--- config.mk ---
export PLATFORM = sky130hd
export DESIGN_NAME = ucgf_top
export DESIGN_NICKNAME = d
export VERILOG_FILES = /design/src/ucgf_pkg.sv /design/src/ucgf_baud_gen.sv /design/src/ucgf_top.sv
export SDC_FILE = /design/constraint.sdc
export NUM_CORES = 1
export LEC_CHECK = 0
export BUFFER_PORTS_ARGS = -buffer_cell sky130_fd_sc_hd__buf_2
export CAP_MARGIN = 30
export CORE_ASPECT_RATIO = 2
export CORE_MARGIN = 2
export CORE_UTILIZATION = 31
export DETAILED_ROUTE_END_ITERATION = 8
export SLEW_MARGIN = 40
export SYNTH_ARGS = -nofsm -noshare
export SYNTH_HDL_FRONTEND = slang
export SYNTH_HIERARCHICAL = 1
export SYNTH_SLANG_ARGS = --single-unit
--- constraint.sdc ---
create_clock -name clk_i -period 4.15 [get_ports clk_i]
set_input_delay 0 -clock clk_i [delete_from_list [all_inputs] [get_ports clk_i]]
set_output_delay 0 -clock clk_i [all_outputs]
set_load 0.05 [all_outputs]
--- src/ucgf_pkg.sv ---
// Shared constants, types and decode functions for the serial clock and framing block.
package ucgf_pkg;

    // ************************************************************
    // Register map
    // ************************************************************
    localparam logic [7:0] ADR_DATA = 8'h00;
    localparam logic [7:0] ADR_CSA = 8'h04;
    localparam logic [7:0] ADR_CSC = 8'h08;
    localparam logic [7:0] ADR_DIVL = 8'h0C;
    localparam logic [7:0] ADR_DIVH = 8'h10;

    localparam int CSA_DBL_SPEED = 0;
    localparam int CSA_FRAME_ERR = 1;
    localparam int CSA_OVERRUN = 2;
    localparam int CSA_NINTH = 3;
    localparam int CSA_RX_READY = 4;
    localparam int CSA_TX_EMPTY = 5;

    localparam int CSC_SYNC = 0;
    localparam int CSC_POL = 1;
    localparam int CSC_XDIR = 2;
    localparam int CSC_PAR_LO = 3;
    localparam int CSC_STOP2 = 5;
    localparam int CSC_SIZE_LO = 6;
    localparam int CSC_TX_NINTH = 9;

    localparam int QW_NINTH = 8;
    localparam int QW_FRAME_ERR = 9;
    localparam int QW_OVERRUN = 10;

    // ************************************************************
    // Reset values and counts
    // ************************************************************
    localparam logic [11:0] DIV_RST = 12'h000;
    localparam logic [9:0] CSC_RST = 10'h0C0;
    localparam logic [3:0] OVS_NORMAL_LAST = 4'hF;
    localparam logic [3:0] OVS_DOUBLE_LAST = 4'h7;
    localparam logic [3:0] OVS_NORMAL_MID = 4'h7;
    localparam logic [3:0] OVS_DOUBLE_MID = 4'h3;
    localparam logic [1:0] QUEUE_DEPTH = 2'h2;

    typedef enum logic [2:0] {ST_IDLE, ST_START, ST_DATA, ST_PARITY, ST_STOP} ucgf_state_t;

    // ************************************************************
    // Frame decode
    // ************************************************************
    function automatic logic [3:0] ucgf_nbits(input logic [2:0] sz);
        case (sz)
            3'h0: return 4'h5;
            3'h1: return 4'h6;
            3'h2: return 4'h7;
            3'h7: return 4'h9;
            default: return 4'h8;
        endcase
    endfunction : ucgf_nbits

    function automatic logic ucgf_parity(input logic [8:0] d, input logic [2:0] sz,
                                         input logic odd);
        logic p;
        p = odd;
        for (int i = 0; i < 9; i++) begin
            if (4'(i) < ucgf_nbits(sz)) begin
                p = p ^ d[i];
            end
        end
        return p;
    endfunction : ucgf_parity

endpackage : ucgf_pkg

--- src/ucgf_baud_gen.sv ---
// Baud rate down-counter producing one tick per divisor plus one system clocks.
`timescale 1ns/1ps
module ucgf_baud_gen (
    input wire logic clk_i,
    input wire logic rst_i,
    input wire logic [11:0] div_i,
    input wire logic reload_i,
    output logic tick_o
);

    logic [11:0] cnt_reg;
    logic [11:0] cnt_next;

    // ************************************************************
    // Counter
    // ************************************************************
    always_comb begin
        if (reload_i || cnt_reg == 12'h000) begin
            cnt_next = div_i;
        end else begin
            cnt_next = cnt_reg - 12'h001;
        end
    end

    always_ff @(posedge clk_i) begin
        if (rst_i) begin
            cnt_reg <= ucgf_pkg::DIV_RST;
        end else begin
            cnt_reg <= cnt_next;
        end
    end

    assign tick_o = (cnt_reg == 12'h000);
endmodule : ucgf_baud_gen

--- src/ucgf_top.sv ---
// Serial block: register slave, clock generation, transmitter and two-level receive queue.
//
// Summary of operation
// - Two receive buffers form a circular queue; each character read once.
// - Frame error, overrun and ninth bit travel in the queue with data.
// - With both buffers full, a finished character waits until next start bit.
// - Four clock modes; one bit picks asynchronous or synchronous.
// - In synchronous mode pin direction picks master drive or slave sampling.
// - Transfer clock pin unused in both asynchronous modes.
// - Down-counter reloads divisor at zero or low write; ticks at zero.
// - Transmit bit clock is baud tick divided by 16, 8 or 2.
// - Receiver steps 16, 8 or 2 states per bit on the baud tick.
// - Divisor is twelve bits across high and low registers, 0 to 4095.
// - Double speed receiver uses 8 samples per bit, not 16.
// - Slave clock passes synchroniser and edge detector, two clocks late.
// - Receive samples on the edge opposite the transmit change edge.
// - Polarity zero: change on falling, sample on rising; one swaps.
// - Frames: one start, 5 to 9 data, optional parity, 1 or 2 stops.
// - Order: start, data least significant first, parity, stops.
// - After last stop, next frame follows at once or line idles high.
// - Even parity is xor of data bits; odd parity is its inverse.
// - Receiver checks only the first stop bit for frame error.
// - Start bit is low and every stop bit high.
//
// Local design decisions: the register offsets and the Wishbone register port.
`timescale 1ns/1ps
module ucgf_top (
    input wire logic clk_i,
    input wire logic rst_i,
    input wire logic wb_cyc_i,
    input wire logic wb_stb_i,
    input wire logic wb_we_i,
    input wire logic [7:0] wb_adr_i,
    input wire logic [3:0] wb_sel_i,
    input wire logic [31:0] wb_dat_i,
    output logic [31:0] wb_dat_o,
    output logic wb_ack_o,
    input wire logic rxd_i,
    output logic txd_o,
    input wire logic xck_i,
    output logic xck_o,
    output logic xck_oe_n_o
);

    // ************************************************************
    // Register slave
    // ************************************************************
    logic ack_reg, ack_next, dbl_reg, dbl_next, reload_reg, reload_next;
    logic [31:0] dat_reg, dat_next;
    logic [9:0] csc_reg, csc_next;
    logic [11:0] div_reg, div_next;
    logic req, wr, rd_data, wr_data, pop;
    logic [10:0] head;
    logic tx_full_reg, tx_full_next;
    logic [1:0] q_cnt_reg, q_cnt_next;

    assign req = wb_cyc_i && wb_stb_i && !ack_reg;
    assign wr = req && wb_we_i && wb_sel_i[0];
    assign rd_data = req && !wb_we_i && wb_adr_i == ucgf_pkg::ADR_DATA;
    assign wr_data = wr && wb_adr_i == ucgf_pkg::ADR_DATA;
    assign pop = rd_data && q_cnt_reg != 2'h0;

    always_comb begin
        ack_next = req;
        dat_next = dat_reg;
        dbl_next = dbl_reg;
        csc_next = csc_reg;
        div_next = div_reg;
        reload_next = 1'b0;
        if (req && !wb_we_i) begin
            dat_next = 32'h0000_0000;
            case (wb_adr_i)
                ucgf_pkg::ADR_DATA: dat_next[8:0] = (q_cnt_reg != 2'h0) ? head[8:0] : 9'h000;
                ucgf_pkg::ADR_CSA: begin
                    dat_next[ucgf_pkg::CSA_DBL_SPEED] = dbl_reg;
                    dat_next[ucgf_pkg::CSA_FRAME_ERR] = head[ucgf_pkg::QW_FRAME_ERR];
                    dat_next[ucgf_pkg::CSA_OVERRUN] = head[ucgf_pkg::QW_OVERRUN];
                    dat_next[ucgf_pkg::CSA_NINTH] = head[ucgf_pkg::QW_NINTH];
                    dat_next[ucgf_pkg::CSA_RX_READY] = q_cnt_reg != 2'h0;
                    dat_next[ucgf_pkg::CSA_TX_EMPTY] = !tx_full_reg;
                end
                ucgf_pkg::ADR_CSC: dat_next[9:0] = csc_reg;
                ucgf_pkg::ADR_DIVL: dat_next[7:0] = div_reg[7:0];
                ucgf_pkg::ADR_DIVH: dat_next[3:0] = div_reg[11:8];
                default: dat_next = 32'h0000_0000;
            endcase
        end
        if (wr) begin
            case (wb_adr_i)
                ucgf_pkg::ADR_CSA: dbl_next = wb_dat_i[ucgf_pkg::CSA_DBL_SPEED];
                ucgf_pkg::ADR_CSC: begin
                    csc_next[7:0] = wb_dat_i[7:0];
                    if (wb_sel_i[1]) begin
                        csc_next[9:8] = wb_dat_i[9:8];
                    end
                end
                ucgf_pkg::ADR_DIVL: begin
                    div_next[7:0] = wb_dat_i[7:0];
                    reload_next = 1'b1;
                end
                ucgf_pkg::ADR_DIVH: div_next[11:8] = wb_dat_i[3:0];
                default: ;
            endcase
        end
    end

    always_ff @(posedge clk_i) begin
        if (rst_i) begin
            ack_reg <= 1'b0;
            dat_reg <= 32'h0000_0000;
            dbl_reg <= 1'b0;
            csc_reg <= ucgf_pkg::CSC_RST;
            div_reg <= ucgf_pkg::DIV_RST;
            reload_reg <= 1'b0;
        end else begin
            ack_reg <= ack_next;
            dat_reg <= dat_next;
            dbl_reg <= dbl_next;
            csc_reg <= csc_next;
            div_reg <= div_next;
            reload_reg <= reload_next;
        end
    end

    assign wb_ack_o = ack_reg;
    assign wb_dat_o = dat_reg;

    // ************************************************************
    // Clock generation
    // ************************************************************
    logic tick, sync_mode, master, slave, pol, stop2, par_en, par_odd;
    logic [2:0] size;
    logic [3:0] nb, last, mid;
    logic xint_reg, xint_next, s1_reg, s2_reg, s3_reg;
    logic rise, fall, change_edge, sample_edge;

    // Reload waits a cycle so the counter loads the freshly written low byte.
    ucgf_baud_gen u_baud (
        .clk_i(clk_i),
        .rst_i(rst_i),
        .div_i(div_reg),
        .reload_i(reload_reg),
        .tick_o(tick)
    );

    assign sync_mode = csc_reg[ucgf_pkg::CSC_SYNC];
    assign master = sync_mode && csc_reg[ucgf_pkg::CSC_XDIR];
    assign slave = sync_mode && !csc_reg[ucgf_pkg::CSC_XDIR];
    assign pol = csc_reg[ucgf_pkg::CSC_POL];
    assign stop2 = csc_reg[ucgf_pkg::CSC_STOP2];
    assign par_en = csc_reg[ucgf_pkg::CSC_PAR_LO + 1];
    assign par_odd = csc_reg[ucgf_pkg::CSC_PAR_LO];
    assign size = csc_reg[ucgf_pkg::CSC_SIZE_LO +: 3];
    assign nb = ucgf_pkg::ucgf_nbits(size);
    assign last = dbl_reg ? ucgf_pkg::OVS_DOUBLE_LAST : ucgf_pkg::OVS_NORMAL_LAST;
    assign mid = dbl_reg ? ucgf_pkg::OVS_DOUBLE_MID : ucgf_pkg::OVS_NORMAL_MID;

    assign xint_next = master ? (xint_reg ^ tick) : 1'b0;

    always_ff @(posedge clk_i) begin
        if (rst_i) begin
            xint_reg <= 1'b0;
            s1_reg <= 1'b0;
            s2_reg <= 1'b0;
            s3_reg <= 1'b0;
        end else begin
            xint_reg <= xint_next;
            s1_reg <= xck_i;
            s2_reg <= s1_reg;
            s3_reg <= s2_reg;
        end
    end

    // The slave clock is only edge-detected after the synchroniser pair.
    assign rise = master ? (tick && !xint_reg) : (slave && s2_reg && !s3_reg);
    assign fall = master ? (tick && xint_reg) : (slave && !s2_reg && s3_reg);
    assign change_edge = pol ? rise : fall;
    assign sample_edge = pol ? fall : rise;
    assign xck_o = xint_reg;
    assign xck_oe_n_o = !master;

    // ************************************************************
    // Transmitter
    // ************************************************************
    ucgf_pkg::ucgf_state_t tx_st_reg, tx_st_next;
    logic [8:0] txbuf_reg, txbuf_next, tsh_reg, tsh_next;
    logic [3:0] tbit_reg, tbit_next, tdiv_reg, tdiv_next;
    logic txd_reg, txd_next, tpar_reg, tpar_next, tx_bit, load;

    assign tx_bit = sync_mode ? change_edge : (tick && tdiv_reg == last);

    always_comb begin
        tx_st_next = tx_st_reg;
        txbuf_next = txbuf_reg;
        tx_full_next = tx_full_reg;
        tsh_next = tsh_reg;
        tbit_next = tbit_reg;
        txd_next = txd_reg;
        tpar_next = tpar_reg;
        tdiv_next = sync_mode ? 4'h0 : (tick ? ((tdiv_reg == last) ? 4'h0 : tdiv_reg + 4'h1)
                                             : tdiv_reg);
        load = 1'b0;
        if (tx_bit) begin
            case (tx_st_reg)
                ucgf_pkg::ST_IDLE: load = tx_full_reg;
                ucgf_pkg::ST_START: begin
                    txd_next = tsh_reg[0];
                    tsh_next = {1'b0, tsh_reg[8:1]};
                    tbit_next = 4'h1;
                    tx_st_next = ucgf_pkg::ST_DATA;
                end
                ucgf_pkg::ST_DATA: begin
                    if (tbit_reg == nb) begin
                        txd_next = par_en ? tpar_reg : 1'b1;
                        tbit_next = 4'h0;
                        tx_st_next = par_en ? ucgf_pkg::ST_PARITY : ucgf_pkg::ST_STOP;
                    end else begin
                        txd_next = tsh_reg[0];
                        tsh_next = {1'b0, tsh_reg[8:1]};
                        tbit_next = tbit_reg + 4'h1;
                    end
                end
                ucgf_pkg::ST_PARITY: begin
                    txd_next = 1'b1;
                    tx_st_next = ucgf_pkg::ST_STOP;
                end
                ucgf_pkg::ST_STOP: begin
                    if (stop2 && tbit_reg == 4'h0) begin
                        tbit_next = 4'h1;
                    end else begin
                        load = tx_full_reg;
                        tx_st_next = ucgf_pkg::ST_IDLE;
                    end
                end
                default: tx_st_next = ucgf_pkg::ST_IDLE;
            endcase
        end
        if (load) begin
            tsh_next = txbuf_reg;
            tpar_next = ucgf_pkg::ucgf_parity(txbuf_reg, size, par_odd);
            tx_full_next = 1'b0;
            txd_next = 1'b0;
            tx_st_next = ucgf_pkg::ST_START;
        end
        if (wr_data && !tx_full_reg) begin
            txbuf_next = {csc_reg[ucgf_pkg::CSC_TX_NINTH], wb_dat_i[7:0]};
            tx_full_next = 1'b1;
        end
    end

    always_ff @(posedge clk_i) begin
        if (rst_i) begin
            tx_st_reg <= ucgf_pkg::ST_IDLE;
            txbuf_reg <= 9'h000;
            tx_full_reg <= 1'b0;
            tsh_reg <= 9'h000;
            tbit_reg <= 4'h0;
            tdiv_reg <= 4'h0;
            txd_reg <= 1'b1;
            tpar_reg <= 1'b0;
        end else begin
            tx_st_reg <= tx_st_next;
            txbuf_reg <= txbuf_next;
            tx_full_reg <= tx_full_next;
            tsh_reg <= tsh_next;
            tbit_reg <= tbit_next;
            tdiv_reg <= tdiv_next;
            txd_reg <= txd_next;
            tpar_reg <= tpar_next;
        end
    end

    assign txd_o = txd_reg;

    // ************************************************************
    // Receiver and queue
    // ************************************************************
    ucgf_pkg::ucgf_state_t rx_st_reg, rx_st_next;
    logic [3:0] rcnt_reg, rcnt_next, rbit_reg, rbit_next;
    logic [8:0] rsh_reg, rsh_next;
    logic [10:0] held_w_reg, held_w_next, word;
    logic [10:0] mem_reg [2];
    logic [10:0] mem_next [2];
    logic held_reg, held_next, ovp_reg, ovp_next, wp_reg, wp_next, rp_reg, rp_next;
    logic samp, start_det, done, push;
    logic [1:0] room;

    assign samp = sync_mode ? sample_edge
                  : (tick && rcnt_reg == ((rx_st_reg == ucgf_pkg::ST_START) ? mid : last));
    assign start_det = rx_st_reg == ucgf_pkg::ST_IDLE && !rxd_i && (sync_mode ? sample_edge : tick);
    assign done = samp && rx_st_reg == ucgf_pkg::ST_STOP;
    assign word = {ovp_reg, !rxd_i, rsh_reg >> (4'h9 - nb)};
    assign room = q_cnt_reg - {1'b0, pop};
    assign head = mem_reg[rp_reg];

    always_comb begin
        rx_st_next = rx_st_reg;
        rsh_next = rsh_reg;
        rbit_next = rbit_reg;
        rcnt_next = (!sync_mode && tick && rx_st_reg != ucgf_pkg::ST_IDLE)
                    ? (samp ? 4'h0 : rcnt_reg + 4'h1) : rcnt_reg;
        case (rx_st_reg)
            ucgf_pkg::ST_IDLE: begin
                rcnt_next = 4'h0;
                rbit_next = 4'h0;
                if (start_det) begin
                    rx_st_next = sync_mode ? ucgf_pkg::ST_DATA : ucgf_pkg::ST_START;
                end
            end
            ucgf_pkg::ST_START: begin
                if (samp) begin
                    rx_st_next = rxd_i ? ucgf_pkg::ST_IDLE : ucgf_pkg::ST_DATA;
                end
            end
            ucgf_pkg::ST_DATA: begin
                if (samp) begin
                    rsh_next = {rxd_i, rsh_reg[8:1]};
                    rbit_next = rbit_reg + 4'h1;
                    if (rbit_reg + 4'h1 == nb) begin
                        rx_st_next = par_en ? ucgf_pkg::ST_PARITY : ucgf_pkg::ST_STOP;
                    end
                end
            end
            ucgf_pkg::ST_PARITY: begin
                if (samp) begin
                    rx_st_next = ucgf_pkg::ST_STOP;
                end
            end
            ucgf_pkg::ST_STOP: begin
                if (samp) begin
                    rx_st_next = ucgf_pkg::ST_IDLE;
                end
            end
            default: rx_st_next = ucgf_pkg::ST_IDLE;
        endcase
    end

    always_comb begin
        held_next = held_reg;
        held_w_next = held_w_reg;
        ovp_next = ovp_reg;
        push = 1'b0;
        wp_next = wp_reg;
        rp_next = rp_reg ^ pop;
        if (held_reg && room != ucgf_pkg::QUEUE_DEPTH) begin
            push = 1'b1;
            held_next = 1'b0;
        end else if (held_reg && start_det) begin
            held_next = 1'b0;
            ovp_next = 1'b1;
        end else if (done && room != ucgf_pkg::QUEUE_DEPTH) begin
            push = 1'b1;
            ovp_next = 1'b0;
        end else if (done) begin
            held_next = 1'b1;
            held_w_next = word;
            ovp_next = 1'b0;
        end
        if (push) begin
            wp_next = !wp_reg;
        end
        q_cnt_next = room + {1'b0, push};
    end

    generate
        for (genvar i = 0; i < 2; i++) begin : g_entry
            assign mem_next[i] = (push && wp_reg == 1'(i))
                                 ? (held_reg ? held_w_reg : word) : mem_reg[i];
        end
    endgenerate

    always_ff @(posedge clk_i) begin
        if (rst_i) begin
            rx_st_reg <= ucgf_pkg::ST_IDLE;
            rcnt_reg <= 4'h0;
            rbit_reg <= 4'h0;
            rsh_reg <= 9'h000;
            held_reg <= 1'b0;
            held_w_reg <= 11'h000;
            ovp_reg <= 1'b0;
            wp_reg <= 1'b0;
            rp_reg <= 1'b0;
            q_cnt_reg <= 2'h0;
            mem_reg[0] <= 11'h000;
            mem_reg[1] <= 11'h000;
        end else begin
            rx_st_reg <= rx_st_next;
            rcnt_reg <= rcnt_next;
            rbit_reg <= rbit_next;
            rsh_reg <= rsh_next;
            held_reg <= held_next;
            held_w_reg <= held_w_next;
            ovp_reg <= ovp_next;
            wp_reg <= wp_next;
            rp_reg <= rp_next;
            q_cnt_reg <= q_cnt_next;
            mem_reg[0] <= mem_next[0];
            mem_reg[1] <= mem_next[1];
        end
    end
endmodule : ucgf_top

==> flow_summary.ini <==
[cts]
cts_sinks = 142
insertion_delay_ns = 0.44
cts-root-buf = clkbuf_16
clockBufferDepth = 2
htreeDepth = 4
postCtsSetupBuffers = 0
clk_pin_slew_ns = 0.06
cts_tree = built
cts_buffers = 17
cts_resized = 0

[layout]
multi_input_area_sq_um = 4310
area_delta_synth_final_pct = 15.2
stdcell_count = 1291
final_common_cell = dfxtp_1
drive_above_1_share_pct = 12.4
layout_common_cells = 120 x dfxtp_1, 106 x nor2_1, 90 x nand2_1, 61 x a21oi_1, 59 x mux2i_1
final_nets = 1006
seq_area_sq_um = 3060
fillCellCount = 2569
largest_reg_flops = 22
antenna_cells = 0

[sta]
slew_viol_final = 0
finalCriticalPeriod_ns = 3.68
min_period_over_period_pct = 88.6
relSlewSlack_pct = 46.3
timing.fmax_ghz = 0.272
hold_viol = 0
worst_slew_pin_slew_ns = 0.804
hold_slack_ns = 0.0276
setup_viol_count_final = 0
finClkSkew_ns = 0.00806
rsz0062_at_grt = false
setup_tns_ns = 0

[synth]
synth_area_per_cell_sq_um = 8.56
synth_fa_ha_area_share_pct = 1.92
synth_flop_cell = dfxtp_1
ys_seq_area_share_pct = 39.2
synth_compound_area_share_pct = 17.7
syn_inst = 913
yosysWarnings = 6
async_flop_share_pct = 0
synth_top_family_by_area = simple AND/OR/NAND/NOR gates
synth_mux_area_share_pct = 8.28
synth_xor_area_share_pct = 2.91
synth-edff-count = 22
synth_cell_types = 86
yosys.area_share.simple_pct = 23.3
netlist_area_sq_um = 7810
synth-seq-cells = 142

[placed_design]
gp_congestion = 0.863
dp_cells = 1242
port-buffer-count = 40
hpwl_microns = 15800

[setup_path]
crit_type = register to register
critPathRequiredTime_ns = 4.22
r2r_slack_ns = 0.47
cp_top_family = simple AND/OR/NAND/NOR gates
path_cells = inv_1 > ha_1 > nor3b_1 > nor2b_1 > ha_1 > inv_1 > mux4_2 > nand2_4 > a311oi_1 > or3_1 > nand2b_1
cp_max_fo = 11
arrival_ns = 3.75
crit_buf_inv = 2
cp_slowest_stage_delay_ns = 0.52
slowest_stage = mux4_2
cp-start-kind = register
endpoint_kind = register

[floorplanning]
boundaryPins = 87
dieArea_sq_um = 26600
die-height_microns = 229
core.rowCount = 82
core-area_sq_um = 24900
die_x_microns = 116
start_util_pct = 31.3

[route]
drt_wl_total_microns = 21000
via_per_inst = 5.12
post-route-drc-count = 0
drt_pass1_iterations = 5
avgRoutedWirePerCell_microns = 16.3
num_vias = 6615
drt_iter0_drc = 492
ant_nets = 0

[global_routing]
globalRouteTotalUtil_pct = 16.5
grt_pass1_wl_microns = 33800
grt_pass1_vias = 6497
antenna_found_initial = 0
grt_max_degree = 65
gr-total-overflow = 0

[flow_run]
cap_viol_max_count = 0

[pwr]
comb_power_share_pct = 16.2
p_leak_nw = 3.39
seq_power_share_pct = 40.3
swShare_pct = 28.1
power.internal_mw = 2.74
pwr-share-clk_pct = 43.5
p_sw_mw = 1.07
max-vdd-ir-drop_uv = 323
power_density_nw_per_um2 = 424

[min_path]
hold_path.class = primary input to register

[status]
status = completed
-- layer usage --
metal | vias up | GRT usage [%] | share of wire [%]
met5 | - | 0 | 0
met4 | 0 | 10.6 | 6.1
met3 | 60 | 3.34 | 2.7
met2 | 146 | 31.1 | 56
met1 | 3123 | 15.5 | 35
li1 | 3286 | - | -
-- worst min-delay path, stage by stage --
cell and delay [ns]:
buf_2 0.20, nand3_1 0.13, a311oi_1 0.08
-- power groups by stage --
stage                     clock (mW)  combinational [mW]  sequential, mW
after floorplan                    0               0.476            1.56
after global placement             0               0.597            1.56
after detailed placement           0               0.603            1.57
after CTS                       1.70               0.620            1.54
after global routing            1.75               0.681            1.55
final                           1.66               0.618            1.54
-- final timing paths --
check,from,to,cells after the start
max,u_baud/cnt_reg[0],mem_reg[0][3],11
min,wb_adr_i[2],wb_dat_o[1],3
max reg2reg,u_baud/cnt_reg[0],mem_reg[0][3],11
min reg2reg,s1_reg,s2_reg,1
-- synthesized netlist by cell type (all sizes together) (23+ instances only) --
library cell  instances  area share (%)
o21ai                29             1.9
nand2                91             4.5
nor2                107             5.2
a21oi                63             4.2
nand3                30             2.0
mux2i                59             7.6
buf                  41             3.5
dfxtp               120              31
a211oi               28             2.7
clkbuf               39             1.9
nand2b               23             1.8
nor3                 27             2.1
inv                  27             1.3
-- stage by stage --
step                      worst slack, ns  power [mW]  util, %  instance area, sq um
final                               0.475        3.82     36.1                  9000
after CTS                           0.450        3.85     36.1                  9000
after global placement              0.516        2.16     32.8                  8180
after floorplan                      1.14        2.03        -                  7890
after detailed placement            0.476        2.17     32.8                  8190
after global routing                0.226        3.97     36.1                  9000
-- what timing repair did --
action                                  in CTS  in global routing
hold endpoints to repair                    35                  0
endpoints found under the setup margin       0                  0
hold buffers                                18                  0
-- cell type report --
class                   instances  area share, %
clock buffers                  18           5.00
clock inverters                13           2.04
inverters                      27           1.13
multi-input cells             685           47.9
flip-flops and latches        142           34.0
well taps                     336           4.67
repair buffers                 70           5.25
-- cells by family (layout without fill, tap and decap cells) --
logic type	after synthesis	count (layout)
multiplexers	63	63
XOR/XNOR	26	26
adder cells (fa/ha/maj)	12	12
buffers and inverters	107	128
flip-flops	142	142
other	1	22
AND/OR/NAND/NOR	361	361
AO/OA/AOI/OAI	201	201
(Power assumes the default switching activity.)
